File: config.mk
export PLATFORM = sky130hd
export DESIGN_NAME = bus_error_log_and_report
export DESIGN_NICKNAME = d
export VERILOG_FILES = /design/src/logic/err_log_pkg.sv /design/src/logic/bus_error_log_and_report.sv /design/src/logic/err_capture.sv /design/src/logic/pin_fall_detect.sv
export SDC_FILE = /design/constraint.sdc
export NUM_CORES = 1
export LEC_CHECK = 0
export ABC_AREA = 1
export BUFFER_PORTS_ARGS = -buffer_cell sky130_fd_sc_hd__buf_2
export CORE_UTILIZATION = 45
export CTS_CLUSTER_SIZE = 8
export DETAILED_ROUTE_END_ITERATION = 12
export PLACE_DENSITY = 0.77
export SLEW_MARGIN = 15
export SYNTH_ARGS = -nofsm -noshare
export SYNTH_HDL_FRONTEND = slang
export SYNTH_SLANG_ARGS = --single-unit
File: constraint.sdc
create_clock -name core_clk -period 1.9 [get_ports core_clk]
set_input_delay 0.095 -clock core_clk [delete_from_list [all_inputs] [get_ports core_clk]]
set_output_delay 0.095 -clock core_clk [all_outputs]
set_load 0.03 [all_outputs]
File: src/logic/err_log_pkg.sv
// constants shared by the bus error log and report block
package err_log_pkg;

   // widths
   localparam int REG_W     = 8;
   localparam int DATA_W    = 32;
   localparam int PADDR_W   = 12;
   localparam int SB_ADDR_W = 36;

   // register indices as printed; byte address is four times the index
   localparam logic [7:0] IDX_HUB_A_FIRST_ERROR = 8'h50;
   localparam logic [7:0] IDX_HUB_A_NEXT_ERROR  = 8'h52;
   localparam logic [7:0] IDX_HUB_A_SMI_ENABLE  = 8'h5A;
   localparam logic [7:0] IDX_HUB_A_SERR_ENABLE = 8'h5C;
   localparam logic [7:0] IDX_SYS_FIRST_ERROR   = 8'h60;
   localparam logic [7:0] IDX_SYS_NEXT_ERROR    = 8'h62;

   localparam logic [PADDR_W-1:0] ADDR_HUB_A_FIRST_ERROR = {2'h0, IDX_HUB_A_FIRST_ERROR, 2'h0};
   localparam logic [PADDR_W-1:0] ADDR_HUB_A_NEXT_ERROR  = {2'h0, IDX_HUB_A_NEXT_ERROR, 2'h0};
   localparam logic [PADDR_W-1:0] ADDR_HUB_A_SMI_ENABLE  = {2'h0, IDX_HUB_A_SMI_ENABLE, 2'h0};
   localparam logic [PADDR_W-1:0] ADDR_HUB_A_SERR_ENABLE = {2'h0, IDX_HUB_A_SERR_ENABLE, 2'h0};
   localparam logic [PADDR_W-1:0] ADDR_SYS_FIRST_ERROR   = {2'h0, IDX_SYS_FIRST_ERROR, 2'h0};
   localparam logic [PADDR_W-1:0] ADDR_SYS_NEXT_ERROR    = {2'h0, IDX_SYS_NEXT_ERROR, 2'h0};

   // hub link A field positions
   localparam int HUB_TARGET_ABORT_BIT = 6;
   localparam int HUB_DATA_PARITY_BIT  = 4;
   localparam int HUB_ADDR_CMD_BIT     = 0;

   // system bus field positions
   localparam int SYS_BUS_INIT_BIT      = 7;
   localparam int SYS_BUS_ERROR_BIT     = 6;
   localparam int SYS_LOCK_OUTSIDE_BIT  = 5;
   localparam int SYS_ADDR_OVER_TOP_BIT = 4;
   localparam int SYS_DATA_PARITY_BIT   = 3;
   localparam int SYS_ADDR_GLITCH_BIT   = 2;
   localparam int SYS_DATA_GLITCH_BIT   = 1;
   localparam int SYS_REQ_PARITY_BIT    = 0;

   // implemented bits and reset values
   localparam logic [REG_W-1:0] HUB_A_MASK = 8'h51;
   localparam logic [REG_W-1:0] SYS_MASK   = 8'hFF;
   localparam logic [REG_W-1:0] REG_RESET  = 8'h00;
   localparam logic [DATA_W-1:0] DATA_ZERO = 32'h0000_0000;

   // 4 GB line on the system bus address
   localparam logic [SB_ADDR_W-1:0] FOUR_GB = 36'h1_0000_0000;

endpackage

File: src/logic/bus_error_log_and_report.sv
// error log and SMI/SERR report register bank of the memory hub, APB slave
// Behaviour
// hub A SMI enable bit 6 raises SMI while target abort logged first or next.
// hub A SMI enable bit 4 raises SMI while data parity logged first or next.
// hub A SMI enable bit 0 raises SMI while address/command parity logged.
// hub A SERR enable bit 6 asserts SERR while target abort logged.
// hub A SERR enable bit 4 asserts SERR while data parity logged.
// hub A SERR enable bit 0 asserts SERR while address/command parity logged.
// software enables at most one message type per error flag.
// system bus first-error holds only the first error until software clears it.
// system bus next-error collects every later error, several bits at once.
// flags clear only by writing one to them; zero leaves them alone.
// bit 7 sets on falling edge of the bus init pin.
// bit 6 sets on falling edge of the bus error pin.
// bit 5 sets on a locked access outside main memory.
// bit 4 sets on an address above top of memory and above 4 GB.
// bit 3 sets on a system bus data parity error.
// bit 2 sets on an address strobe glitch.
// bit 1 sets on a data strobe glitch.
// bit 0 sets on an address or request parity error.
// hub A log bits: 6 target abort, 4 data parity, 0 address/command parity.
// reserved bits read zero and ignore writes.
// an error sets first-error only if empty, otherwise only next-error.
//
// The implementer's own choice: register access over APB.
`timescale 1ns/100ps
module bus_error_log_and_report
   import err_log_pkg::*;
(
   // clock, reset, enable
   input  wire logic                 core_clk,
   input  wire logic                 srst,
   input  wire logic                 ce,
   // APB slave
   input  wire logic                 psel,
   input  wire logic                 penable,
   input  wire logic                 pwrite,
   input  wire logic [PADDR_W-1:0]   paddr,
   input  wire logic [DATA_W-1:0]    pwdata,
   output logic                      pready,
   output logic      [DATA_W-1:0]    prdata,
   output logic                      pslverr,
   // hub link A detectors, one-cycle pulses
   input  wire logic                 hub_a_target_abort,
   input  wire logic                 hub_a_data_parity,
   input  wire logic                 hub_a_addr_cmd_parity,
   // system bus pins, low when asserted
   input  wire logic                 bus_init_signal_n,
   input  wire logic                 bus_error_signal_n,
   // system bus detectors, one-cycle pulses
   input  wire logic                 lock_req_valid,
   input  wire logic                 lock_hits_memory,
   input  wire logic                 req_addr_valid,
   input  wire logic [SB_ADDR_W-1:0] req_addr,
   input  wire logic [SB_ADDR_W-1:0] last_row_boundary,
   input  wire logic                 bus_data_parity_err,
   input  wire logic                 address_strobe_glitch,
   input  wire logic                 data_strobe_glitch,
   input  wire logic                 request_parity_err,
   // messages, levels
   output logic                      smi,
   output logic                      serr
);

   typedef struct packed {
      logic [REG_W-1:0]  hub_a_smi_enable;
      logic [REG_W-1:0]  hub_a_serr_enable;
      logic [DATA_W-1:0] rdata;
      logic              armed;
      logic              smi;
      logic              serr;
   } bank_state_t;

   bank_state_t       state;
   bank_state_t       next_state;

   logic              wr_fire;
   logic              hit;
   logic [REG_W-1:0]  wbyte;
   logic [REG_W-1:0]  rd_mux;
   logic [REG_W-1:0]  hub_detect;
   logic [REG_W-1:0]  hub_first_clear;
   logic [REG_W-1:0]  hub_next_clear;
   logic [REG_W-1:0]  sys_detect;
   logic [REG_W-1:0]  sys_first_clear;
   logic [REG_W-1:0]  sys_next_clear;
   logic [REG_W-1:0]  hub_a_first_error;
   logic [REG_W-1:0]  hub_a_next_error;
   logic [REG_W-1:0]  system_bus_first_error;
   logic [REG_W-1:0]  system_bus_next_error;
   logic [REG_W-1:0]  hub_logged;
   logic [1:0]        pin_fell;
   logic              over_top;

   // bus pins cross into core_clk before any edge logic reads them
   pin_fall_detect #(
      .N (2)
   ) u_pins (
      .core_clk (core_clk),
      .srst     (srst),
      .ce       (ce),
      .pin_n    ({bus_init_signal_n, bus_error_signal_n}),
      .fell     (pin_fell)
   );

   // hub link A log
   err_capture #(
      .MASK (HUB_A_MASK)
   ) u_hub_a_log (
      .core_clk    (core_clk),
      .srst        (srst),
      .ce          (ce),
      .detect      (hub_detect),
      .first_clear (hub_first_clear),
      .next_clear  (hub_next_clear),
      .first_log   (hub_a_first_error),
      .next_log    (hub_a_next_error)
   );

   // system bus log
   err_capture #(
      .MASK (SYS_MASK)
   ) u_sys_log (
      .core_clk    (core_clk),
      .srst        (srst),
      .ce          (ce),
      .detect      (sys_detect),
      .first_clear (sys_first_clear),
      .next_clear  (sys_next_clear),
      .first_log   (system_bus_first_error),
      .next_log    (system_bus_next_error)
   );

   // error event gathering
   always_comb begin
      hub_detect = REG_RESET;
      hub_detect[HUB_TARGET_ABORT_BIT] = hub_a_target_abort;
      hub_detect[HUB_DATA_PARITY_BIT]  = hub_a_data_parity;
      hub_detect[HUB_ADDR_CMD_BIT]     = hub_a_addr_cmd_parity;

      // both limits must be passed; a low top of memory alone does not flag
      over_top = req_addr_valid && (req_addr > last_row_boundary)
                 && (req_addr > FOUR_GB);

      sys_detect = REG_RESET;
      sys_detect[SYS_BUS_INIT_BIT]      = pin_fell[1];
      sys_detect[SYS_BUS_ERROR_BIT]     = pin_fell[0];
      sys_detect[SYS_LOCK_OUTSIDE_BIT]  = lock_req_valid & ~lock_hits_memory;
      sys_detect[SYS_ADDR_OVER_TOP_BIT] = over_top;
      sys_detect[SYS_DATA_PARITY_BIT]   = bus_data_parity_err;
      sys_detect[SYS_ADDR_GLITCH_BIT]   = address_strobe_glitch;
      sys_detect[SYS_DATA_GLITCH_BIT]   = data_strobe_glitch;
      sys_detect[SYS_REQ_PARITY_BIT]    = request_parity_err;
   end

   // APB decode
   always_comb begin
      pready  = psel & penable & ce & state.armed;
      wr_fire = pready & pwrite;
      wbyte   = pwdata[REG_W-1:0];
      hit     = 1'b1;
      rd_mux  = REG_RESET;
      unique case (paddr)
         ADDR_HUB_A_FIRST_ERROR: rd_mux = hub_a_first_error;
         ADDR_HUB_A_NEXT_ERROR:  rd_mux = hub_a_next_error;
         ADDR_HUB_A_SMI_ENABLE:  rd_mux = state.hub_a_smi_enable;
         ADDR_HUB_A_SERR_ENABLE: rd_mux = state.hub_a_serr_enable;
         ADDR_SYS_FIRST_ERROR:   rd_mux = system_bus_first_error;
         ADDR_SYS_NEXT_ERROR:    rd_mux = system_bus_next_error;
         default:                hit = 1'b0;
      endcase
      pslverr = pready & ~hit;

      // write-one-to-clear strobes, one per log register so a clear never reaches the other half
      hub_first_clear = REG_RESET;
      hub_next_clear  = REG_RESET;
      sys_first_clear = REG_RESET;
      sys_next_clear  = REG_RESET;
      if (wr_fire && paddr == ADDR_HUB_A_FIRST_ERROR) begin
         hub_first_clear = wbyte;
      end
      if (wr_fire && paddr == ADDR_HUB_A_NEXT_ERROR) begin
         hub_next_clear = wbyte;
      end
      if (wr_fire && paddr == ADDR_SYS_FIRST_ERROR) begin
         sys_first_clear = wbyte;
      end
      if (wr_fire && paddr == ADDR_SYS_NEXT_ERROR) begin
         sys_next_clear = wbyte;
      end
   end

   // register bank and message generation
   always_comb begin
      next_state = state;

      // read data is sampled one edge before completion so prdata comes from a flop
      next_state.armed = psel & ~pready;
      if (psel && !pready) begin
         next_state.rdata = {{(DATA_W-REG_W){1'b0}}, rd_mux};
      end

      if (wr_fire && paddr == ADDR_HUB_A_SMI_ENABLE) begin
         next_state.hub_a_smi_enable = wbyte & HUB_A_MASK;
      end
      if (wr_fire && paddr == ADDR_HUB_A_SERR_ENABLE) begin
         next_state.hub_a_serr_enable = wbyte & HUB_A_MASK;
      end

      // messages follow the logged flags, not the raw events, so they hold until cleared;
      // enabling both types on one flag is not checked here
      hub_logged = hub_a_first_error | hub_a_next_error;
      next_state.smi =
           (state.hub_a_smi_enable[HUB_TARGET_ABORT_BIT] & hub_logged[HUB_TARGET_ABORT_BIT])
         | (state.hub_a_smi_enable[HUB_DATA_PARITY_BIT]  & hub_logged[HUB_DATA_PARITY_BIT])
         | (state.hub_a_smi_enable[HUB_ADDR_CMD_BIT]     & hub_logged[HUB_ADDR_CMD_BIT]);
      next_state.serr =
           (state.hub_a_serr_enable[HUB_TARGET_ABORT_BIT] & hub_logged[HUB_TARGET_ABORT_BIT])
         | (state.hub_a_serr_enable[HUB_DATA_PARITY_BIT]  & hub_logged[HUB_DATA_PARITY_BIT])
         | (state.hub_a_serr_enable[HUB_ADDR_CMD_BIT]     & hub_logged[HUB_ADDR_CMD_BIT]);
   end

   always_ff @(posedge core_clk) begin
      if (srst) begin
         state <= '{hub_a_smi_enable:  REG_RESET,
                    hub_a_serr_enable: REG_RESET,
                    rdata:             DATA_ZERO,
                    armed:             1'b0,
                    smi:               1'b0,
                    serr:              1'b0};
      end else if (ce) begin
         state <= next_state;
      end
   end

   assign prdata = state.rdata;
   assign smi    = state.smi;
   assign serr   = state.serr;

endmodule

File: src/logic/err_capture.sv
// first-error / next-error capture pair with write-one-to-clear
`timescale 1ns/100ps
module err_capture
   import err_log_pkg::*;
#(
   parameter logic [REG_W-1:0] MASK = SYS_MASK
) (
   // clock, reset, enable
   input  wire logic             core_clk,
   input  wire logic             srst,
   input  wire logic             ce,
   // error events and software clears, one vector per register
   input  wire logic [REG_W-1:0] detect,
   input  wire logic [REG_W-1:0] first_clear,
   input  wire logic [REG_W-1:0] next_clear,
   // logged flags
   output logic      [REG_W-1:0] first_log,
   output logic      [REG_W-1:0] next_log
);

   typedef struct packed {
      logic [REG_W-1:0] first_log;
      logic [REG_W-1:0] next_log;
   } cap_state_t;

   cap_state_t       state;
   cap_state_t       next_state;
   logic [REG_W-1:0] det;
   logic [REG_W-1:0] pick;
   logic             first_empty;

   always_comb begin
      det  = detect & MASK;
      pick = REG_RESET;
      // simultaneous errors: highest bit is logged as first, the rest as next
      for (int i = 0; i < REG_W; i++) begin
         if (det[i]) begin
            pick = REG_RESET;
            pick[i] = 1'b1;
         end
      end
      first_empty = (state.first_log == REG_RESET);
      next_state = state;
      next_state.first_log = state.first_log & ~first_clear & MASK;
      next_state.next_log  = state.next_log & ~next_clear & MASK;
      if (first_empty) begin
         next_state.first_log = next_state.first_log | pick;
         next_state.next_log  = next_state.next_log | (det & ~pick);
      end else begin
         // clear in the same cycle still counts as occupied: the event is kept in next
         next_state.next_log  = next_state.next_log | det;
      end
   end

   always_ff @(posedge core_clk) begin
      if (srst) begin
         state <= '{first_log: REG_RESET, next_log: REG_RESET};
      end else if (ce) begin
         state <= next_state;
      end
   end

   assign first_log = state.first_log;
   assign next_log  = state.next_log;

endmodule

File: src/logic/pin_fall_detect.sv
// two-flop synchroniser and falling-edge pulse for active-low bus pins
`timescale 1ns/100ps
module pin_fall_detect
   import err_log_pkg::*;
#(
   parameter int N = 2
) (
   // clock, reset, enable
   input  wire logic         core_clk,
   input  wire logic         srst,
   input  wire logic         ce,
   // raw pins, electrically low when asserted
   input  wire logic [N-1:0] pin_n,
   // one-cycle pulse per high-to-low transition
   output logic      [N-1:0] fell
);

   typedef struct packed {
      logic [N-1:0] stage1;
      logic [N-1:0] stage2;
      logic [N-1:0] prev;
      logic [N-1:0] fell;
   } sync_state_t;

   sync_state_t state;
   sync_state_t next_state;

   always_comb begin
      next_state = state;
      next_state.stage1 = pin_n;
      next_state.stage2 = state.stage1;
      next_state.prev   = state.stage2;
      // pins idle high, so reset to ones avoids a false edge at release
      next_state.fell   = state.prev & ~state.stage2;
   end

   always_ff @(posedge core_clk) begin
      if (srst) begin
         state <= '{stage1: '1, stage2: '1, prev: '1, fell: '0};
      end else if (ce) begin
         state <= next_state;
      end
   end

   assign fell = state.fell;

endmodule

# ---- Word-level counts from Yosys, hierarchy flattened
# Cells that the tools add are included.
dict set report totals {
  regBits 57
  latch_bits 0
  mem_bits_rw 0
  romBits 0
  out_inout_bits 36
  word_cells 100
  memories 0
}
dict set report classes {
  add_sub_neg 0
  n_mul 0
  div 0
  n_lt_le_gt_ge 2
  n_eq_ne 6
  n_shift 0
  n_mux 21
  bitwise 41
  n_reduce_logical 16
}
# op count
set ops {}
lappend ops {{$mux W8} 15}
lappend ops {{$eq A12 B9 Y1 const B} 6}
lappend ops {{$pmux W8 S6} 1}
lappend ops {{$gt A36 B33 Y1 const B} 1}
lappend ops {{$gt A36 B36 Y1} 1}
lappend ops {{$not A8 Y8} 4}
lappend ops {{$and A8 B8 Y8} 3}
lappend ops {{$or A8 B8 Y8} 3}
lappend ops {{$logic_not A8 Y1} 2}
lappend ops {{$or A7 B8 Y8} 2}
lappend ops {{$and A7 B7 Y7} 2}
lappend ops {{$mux W7} 2}
lappend ops {{$not A7 Y7} 2}
lappend ops {{$or A7 B7 Y7} 2}
lappend ops {{$and A1 B1 Y1} 13}
lappend ops {{$logic_and A1 B1 Y1} 9}
lappend ops {{$and A7 B8 Y8} 1}
lappend ops {{$reduce_and A2 Y1} 3}
lappend ops {{$reduce_or A6 Y1} 1}
lappend ops {{$or A1 B1 Y1} 4}
lappend ops {{$mux W1} 3}
lappend ops {{$not A1 Y1} 3}
lappend ops {{$and A2 B2 Y2} 1}
lappend ops {{$not A2 Y2} 1}
lappend ops {{$logic_not A1 Y1} 1}

# ---- Longest topological paths before layout
# Gate-level depths: netlist of run 1.
dict set report depth {
  ltp_word 12
  mapped_depth 16
  depth_no_buf 16
}

# ---- Modules after synthesis
# A second synthesis of run 1 with hierarchy kept.
dict set report hier_totals {
  cells_unflattened 686
  hier_area_um2 4182.8
}
# module n_inst cells_each area_per_inst_um2
set by_module_without_submodules {}
lappend by_module_without_submodules {bus_error_log_and_report 1 462 2681.3}
lappend by_module_without_submodules {{err_capture at u_sys_log} 1 130 820.8}
lappend by_module_without_submodules {{err_capture at u_hub_a_log} 1 57 371.6}
lappend by_module_without_submodules {pin_fall_detect 1 37 309.0}

# ---- Least setup slack after synthesis of run 1
# Ideal clock, no wire load.
dict set report synth_path {
  path_kind {input-to-reg}
  start {input port last_row_boundary[35]}
  end {register u_sys_log.state, in the netlist u_sys_log.next_log[2]}
  setup_time_ns 0.132
  t_arrival_ns 1.267
  required_time_ns 1.768
  slack_ns 0.501
  stages 13
  path_buffers 0
  path_cell_list {inv_1 > ha_1 > nand2_1 > nor2_1 > nand2_1 > nor2_2 > nand2_1 > o21ai_1 > nor2_2 > nand2_8 > nand2_1 > nand2_1 > a21oi_1}
}
dict set report synth_via {
  elab_chain_cells 11
}
# element line_no
set synth_rtl {}
lappend synth_rtl {{start, declared} bus_error_log_and_report.sv:55} ;# input wire logic [SB_ADDR_W-1:0] last_row_boundary,
lappend synth_rtl {{$gt A36 B36 Y1} bus_error_log_and_report.sv:142} ;# over_top = req_addr_valid && (req_addr > last_row_boundary)
lappend synth_rtl {{$logic_and A1 B1 Y1} bus_error_log_and_report.sv:142}
lappend synth_rtl {{$logic_and A1 B1 Y1} bus_error_log_and_report.sv:143} ;# && (req_addr > FOUR_GB);
lappend synth_rtl {{$mux W8 (4 in a row)} err_capture.sv:37} ;# if (det[i]) begin
lappend synth_rtl {{$not A8 Y8} err_capture.sv:48} ;# next_state.next_log = next_state.next_log | (det & ~pick);
lappend synth_rtl {{$and A8 B8 Y8} err_capture.sv:48}
lappend synth_rtl {{$or A8 B8 Y8} err_capture.sv:48}
lappend synth_rtl {{$mux W8} err_capture.sv:46} ;# if (first_empty) begin
lappend synth_rtl {{end signal, assigned} err_capture.sv:57} ;# state <= '{first_log: REG_RESET, next_log: REG_RESET};
lappend synth_rtl {{end signal, assigned} err_capture.sv:59} ;# state <= next_state;
lappend synth_rtl {{end, declared} err_capture.sv:26} ;# cap_state_t state;
# Every way passes these cells.
# A chain may end at the register's enable or synchronous reset.

# ---- Final worst setup path of run 1
dict set report layout_path {
  start {register u_sys_log.state, in the netlist u_sys_log.first_log[0]}
  end {register u_sys_log.state, in the netlist u_sys_log.next_log[1]}
}
dict set report layout_via {
  elab_chain_cells 2
}
# element line_no
set layout_rtl {}
lappend layout_rtl {{$logic_not A8 Y1} err_capture.sv:42} ;# first_empty = (state.first_log == REG_RESET);
lappend layout_rtl {{$mux W8} err_capture.sv:46}
# Every way passes these cells.

==> results of run 1 <==
[placed cells by master (no fill, tap or decap), drive strengths merged, types with 7 or more instances in the layout]
cell and instances:
inv 99, conb 24, o21ai 50, dfxtp 47, nand2 117, a21oi 53, nor2 68, nand3 30
nand4 7, buf 124, ha 36
[state kept, by name, summed over array words and instances (netlist names)]
register	count
state	7
u_pins.next_state	4
u_hub_a_log.first_log	3
u_hub_a_log.next_log	3
prdata	8
smi	1
u_pins.state	2
u_pins.fell	2
u_sys_log.next_log	8
u_sys_log.first_log	8
serr	1
[cell type report]
class                   count  area [um^2]
inverters                  99          373
multi-input cells         410         2270
well taps                 105          131
clock inverters             3         47.5
flip-flops and latches     47          941
repair buffers            125          638
clock buffers               5         68.8
fillers                   809         3700
[logic make-up after synthesis]
group           count (synthesis)
flops                          47
fa+ha+maj                      36
simple gates                  229
compound gates                121
buf+inv                       142
other cells                     1
[path summary, 6_finish.rpt]
path	to	slack (ns)	depth (start not counted)
worst min register to register	prdata[5]$_SDFFE_PP0P_	0.47	2
worst max-delay path	u_sys_log.next_log[1]$_SDFFE_PP0P_	0.35	12
worst min-delay path	u_pins.next_state[5]$_SDFFE_PP1P_	0.01	3
worst max register to register	u_sys_log.next_log[1]$_SDFFE_PP0P_	0.35	12
[report_power, final]
group	total, mW	switching (mW)	leakage (nW)	internal (mW)
registers	1.06	0.0282	0.384	1.03
clock network	0.756	0.357	0.0587	0.399
logic	0.646	0.403	1.92	0.244
total	2.46	0.788	2.36	1.67
[metal layers]
| layer | GRT usage | wire (um) |
|---|---|---|
| met1 | 0.238 | 3800 |
| met2 | 0.403 | 4590 |
| met3 | 0.0372 | 571 |
| met4 | 0.0936 | 284 |
| met5 | 0 | 0 |
[repair_timing]
| item | in CTS | in global routing |
|---|---|---|
| endpoints found under the hold margin | 1 | 0 |
| hold buffers | 1 | 0 |
| setup endpoints to repair | 0 | 0 |
[critical path, stage by stage (launching register included)]
cell,delay [ns]
dfxtp_1,0.33
nor2_2,0.13
nand3_2,0.09
nor2_2,0.16
nand2_2,0.08
inv_2,0.09
nand2_4,0.06
nor2_4,0.11
nand2_2,0.10
nor2_2,0.11
nand2_1,0.06
nand2_1,0.05
a21oi_1,0.05
[per-stage QoR]
stage          std cells  hold WS (ns)
2_1_floorplan        599         0.221
3_3_place_gp         785         0.306
3_5_place_dp         785         0.318
4_1_cts              794        0.0131
5_1_grt              794        0.0210
6_report             794        0.0109
==> results.py, run 1 <==
metrics = {
    "sta": {
        "hold_viol": 0,
        "rsz0062_at_grt": "false",
        "post-route-period-util": 0.815,
        "layout_setup_ws_ns": 0.352,
        "setup_viol": 0,
        "max_freq_mhz": 646,
        "fin_setup_tns_ns": 0,
        "finalClockSkew_ns": 0.00995,
        "fin_crit_ns": 1.55,
        "slew_viol_final": 0,
    },
    "drt": {
        "drtPass1Iterations": 7,
        "drc_errors": 0,
        "drt_wl_total_um": 9250,
        "vias": 3926,
        "dr.first_iter.drc_count": 165,
        "antenna_left": 0,
        "wl_per_cell_um": 11.6,
        "routed_via_density": 4.94,
    },
    "floorplanning": {
        "core_um2": 8180,
        "die-area_um2": 8800,
        "die_y_um": 93.8,
        "initial_core_util": 0.464,
        "die_w_um": 93.8,
        "ioPinCount": 170,
        "fp-row-count": 33,
    },
    "min_path": {
        "hold_class": "input pin to flip-flop",
        "hold_start": "bus_init_signal_n",
    },
    "layout": {
        "synthToLayoutAreaGrowth_pct": 17.8,
        "n_antenna_cell": 0,
        "nets": 858,
        "drive_gt1_frac": 0.239,
        "stdcell_area_um2": 4470,
        "fin_util": 0.547,
    },
    "worst_setup_path": {
        "cp.arrival_ns": 1.73,
        "reg2reg_from": "u_sys_log.first_log[0]$_SDFFE_PP0P_",
        "crit_path_max_fanout": 3,
        "crit_start": "u_sys_log.first_log[0]$_SDFFE_PP0P_",
        "crit_path_start_kind": "flip-flop",
        "crit_required_ns": 2.08,
        "setup.worst_path.end_class": "flip-flop",
        "critical_path_class": "flip-flop to flip-flop",
    },
    "grt": {
        "grt_pass1_vias": 3722,
        "grt_max_degree": 36,
        "grt_pass1_wl_um": 15300,
        "overflow": 0,
        "antenna_found_initial": 0,
        "track_usage": 0.216,
    },
    "placed_design": {
        "routabilityCongestion": 0.843,
        "pre_cts_slack_ns": 0.208,
        "io_buffers": 121,
        "dpl.hpwl_um": 7720,
        "dpl_cell_area_um2": 4340,
    },
    "synth": {
        "synth.yosys.seq_area_share": 0.248,
        "synth_fa_ha_area_frac": 0.119,
        "synth_ff_type": "dfxtp_1",
        "async_flop_share": 0,
        "synth_top_family_by_area": "simple AND/OR/NAND/NOR gates",
        "yosysMostFrequentCell": "nand2_1",
        "synth_common_cells": "nand2_1 (108), inv_1 (94), nor2_1 (55), a21oi_1 (53), o21ai_0 (48)",
        "synth-xor-area-share": 0,
        "synth_edf_count": 0,
        "yosys-top-cells-area": "dfxtp_1 (25%), ha_1 (12%), nand2_1 (11%)",
        "synthMuxAreaShare": 0,
        "synthCells": 576,
        "ys_types": 35,
        "ys_warn_count": 0,
        "synth_compound_area_frac": 0.173,
        "synth.avg_cell_area_um2": 6.59,
        "synth_top_area_frac": 0.248,
        "synthSimpleGateAreaFrac": 0.283,
        "synth_seq_cells": 47,
        "synth_area_um2": 3790,
        "yosysTopAreaCell": "dfxtp_1",
    },
    "power_and_ir_drop": {
        "ir_drop_uv": 422,
        "powerDensity_nw_per_um2": 550,
        "p_leak_nw": 2.36,
        "fin_total_pwr_mw": 2.46,
    },
    "clocking": {
        "cts_buffer_depth": 2,
        "numCtsBuffers": 5,
        "clkSinkCount": 47,
        "cts-root-buf": "clkbuf_8",
        "cts_setup_buffers": 0,
        "cts_tree": "built",
        "insertion_delay_ns": 0.31,
        "cts_resized": 0,
        "h-tree-depth": 2,
        "path_clk_slew_ns": 0.10,
    },
    "status": {
        "status": "completed",
    },
    "run": {
        "maxCapViolCount": 0,
    },
}
Note: power is estimated with default switching activity, not from simulation.
==> inputs of run 2 (changes only) <==
Settings changed: CORE_UTILIZATION 45 to 44, PLACE_DENSITY 0.77 to 0.78.
Clock period 1.9 ns to 1.4 ns, I/O delays scaled along.
==> run 2 against run 1 <==
Critical path depth unchanged. Register-to-register slack worse by 0.44 ns. The run now ends with negative setup slack left. Highest routed layer unchanged. Design area grew 7.8%. Flip-flop and latch count is the same. Count of clock-buffer cells in the layout stayed put. Worst setup slack lost 0.44 ns. Critical path type unchanged. Non-clock buffer count is 33 higher. Routed wire length grew 2.7%.
==> results.py, run 2 (same netlist as run 1, synthesis figures left out) <==
metrics = {
    "sta": {
        "max_freq_mhz": 670,
        "layout_setup_ws_ns": -0.0924,
        "hold_viol": 0,
        "finalClockSkew_ns": 0.00405,
        "setup_viol": 9,
        "rsz0062_at_grt": "true",
        "post-route-period-util": 1.07,
        "fin_crit_ns": 1.49,
        "slew_viol_final": 0,
    },
    "power_and_ir_drop": {
        "p_leak_nw": 2.54,
        "p_sw_frac": 0.321,
        "powerDensity_nw_per_um2": 714,
        "p_seq_frac": 0.417,
        "ir_drop_uv": 434,
        "pwr-share-clk": 0.292,
        "p_int_mw": 2.34,
        "switchingPower_mw": 1.10,
        "combPwrFrac": 0.291,
    },
    "clocking": {
        "clkSinkCount": 47,
        "cts_buffer_depth": 2,
        "path_clk_slew_ns": 0.09,
        "numCtsBuffers": 5,
        "insertion_delay_ns": 0.30,
        "cts_tree": "built",
        "cts-root-buf": "clkbuf_8",
        "h-tree-depth": 2,
    },
    "drt": {
        "drt_wl_total_um": 9490,
        "routed_via_density": 4.84,
        "antenna_left": 0,
        "vias": 4007,
        "drtPass1Iterations": 4,
        "dr.first_iter.drc_count": 139,
        "wl_per_cell_um": 11.5,
        "drc_errors": 0,
    },
    "grt": {
        "grt_max_degree": 36,
        "overflow": 0,
        "grt_pass1_vias": 3788,
        "antenna_found_initial": 1,
        "track_usage": 0.216,
        "grt_pass1_wl_um": 15500,
    },
    "floorplanning": {
        "ioPinCount": 170,
        "fp-row-count": 33,
        "die_w_um": 94.9,
        "initial_core_util": 0.457,
        "die-area_um2": 9000,
        "die_y_um": 94.9,
        "core_um2": 8300,
    },
    "layout": {
        "nets": 891,
        "final_common_cell": "buf_2",
        "synthToLayoutAreaGrowth_pct": 27.0,
        "drive_gt1_frac": 0.299,
        "fillers": 753,
        "multi_input_area_um2": 2370,
        "seq_area_um2": 946,
        "stdcell_area_um2": 4820,
        "final_cell_mix": "buf_2 (121), nand2_1 (107), inv_1 (88)",
    },
    "min_path": {
        "hold_start": "hub_a_addr_cmd_parity",
        "min_to": "u_hub_a_log.first_log[0]$_SDFFE_PP0P_",
        "hold_depth": 3,
        "hold_class": "input pin to flip-flop",
    },
    "status": {
        "status": "finished, violations left",
        "violations": "negative setup slack",
    },
    "worst_setup_path": {
        "rrSetupSlack_ns": -0.09,
        "crit_path_max_fanout": 3,
        "r2r_cells": 12,
        "rr_endpoint": "u_sys_log.next_log[1]$_SDFFE_PP0P_",
        "crit_path_start_kind": "flip-flop",
        "cp.arrival_ns": 1.68,
        "reg2reg_from": "u_sys_log.first_log[4]$_SDFFE_PP0P_",
        "critical_path_class": "flip-flop to flip-flop",
        "setup.worst_path.end_class": "flip-flop",
        "crit_required_ns": 1.58,
    },
    "placed_design": {
        "pre_cts_slack_ns": -0.271,
        "routabilityCongestion": 0.916,
        "dpl_cell_area_um2": 4520,
        "io_buffers": 121,
        "dpl.hpwl_um": 7670,
    },
    "run": {
        "maxCapViolCount": 0,
    },
}
==> run 2: power groups by stage <==
stage	Sequential (mW)	Combinational (mW)	Clock, mW
floorplan	1.46	0.640	0
global placement	1.46	0.885	0
detailed placement	1.46	0.920	0
CTS	1.43	0.955	1.02
global route	1.44	1.13	1.08
finish	1.44	1.00	1.01
==> run 2: what timing repair did <==
action,4_1_cts,5_1_grt
setup buffers,2,6
pin swaps,0,13
hold endpoints to repair,2,0
gates resized for setup,7,30
hold buffers,2,0
setup endpoints to repair,10,28
gates cloned,0,0
==> run 2: final cells by class <==
| class | count | share of cell area |
|---|---|---|
| Multi-Input combinational cell | 410 | 0.491 |
| Sequential cell | 47 | 0.196 |
| Timing Repair Buffer | 158 | 0.184 |
| Inverter | 99 | 0.0774 |
| Tap cell | 105 | 0.0273 |
| Clock buffer | 5 | 0.0143 |
| Clock inverter | 3 | 0.00909 |
| Antenna cell | 1 | 0.000519 |
==> run 2: worst max path at each step <==
stage | from | endpoint | slack (ns) | cells after the start
floorplan | last_row_boundary[35] | u_sys_log.next_log[2]$_SDFFE_PP0P_ | 0.03 | 13
CTS | u_sys_log.first_log[0]$_SDFFE_PP0P_ | u_sys_log.next_log[3]$_SDFFE_PP0P_ | -0.06 | 12
global route | u_sys_log.first_log[6]$_SDFFE_PP0P_ | u_sys_log.next_log[1]$_SDFFE_PP0P_ | -0.18 | 12
detailed placement | last_row_boundary[19] | u_sys_log.next_log[1]$_SDFFE_PP0P_ | -0.27 | 14
finish | u_sys_log.first_log[4]$_SDFFE_PP0P_ | u_sys_log.next_log[1]$_SDFFE_PP0P_ | -0.09 | 12
global placement | req_addr[19] | u_sys_log.next_log[1]$_SDFFE_PP0P_ | -0.18 | 13
==> run 2: metrics by stage <==
step | cells | TNS (ns) | hold WS, ns | utilization | power, mW
after detailed placement | 809 | -2.40 | 0.290 | 0.545 | 2.38
after CTS | 821 | -0.448 | 0.0358 | 0.566 | 3.41
final | 828 | -0.561 | 0.0496 | 0.581 | 3.44
after global routing | 828 | -1.67 | 0.0539 | 0.581 | 3.65
after floorplan | 599 | 0 | 0.196 | - | 2.10
after global placement | 809 | -1.61 | 0.292 | 0.545 | 2.35
==> run 2: critical path: stages (launching register included) <==
cell	delay (ns)
dfxtp_1	0.33
inv_2	0.08
nand4_4	0.11
nor2_4	0.15
nand2_2	0.07
inv_2	0.07
nand2_4	0.05
nor2_4	0.14
nand2_4	0.10
nor2_4	0.10
nand2_1	0.06
nand2_1	0.06
a21oi_1	0.06
==> run 2: metal layers <==
layer  track usage  part of all wire
met1         0.252              0.42
met2         0.387              0.49
met3        0.0338             0.060
met4        0.0896             0.030
met5             0                 0
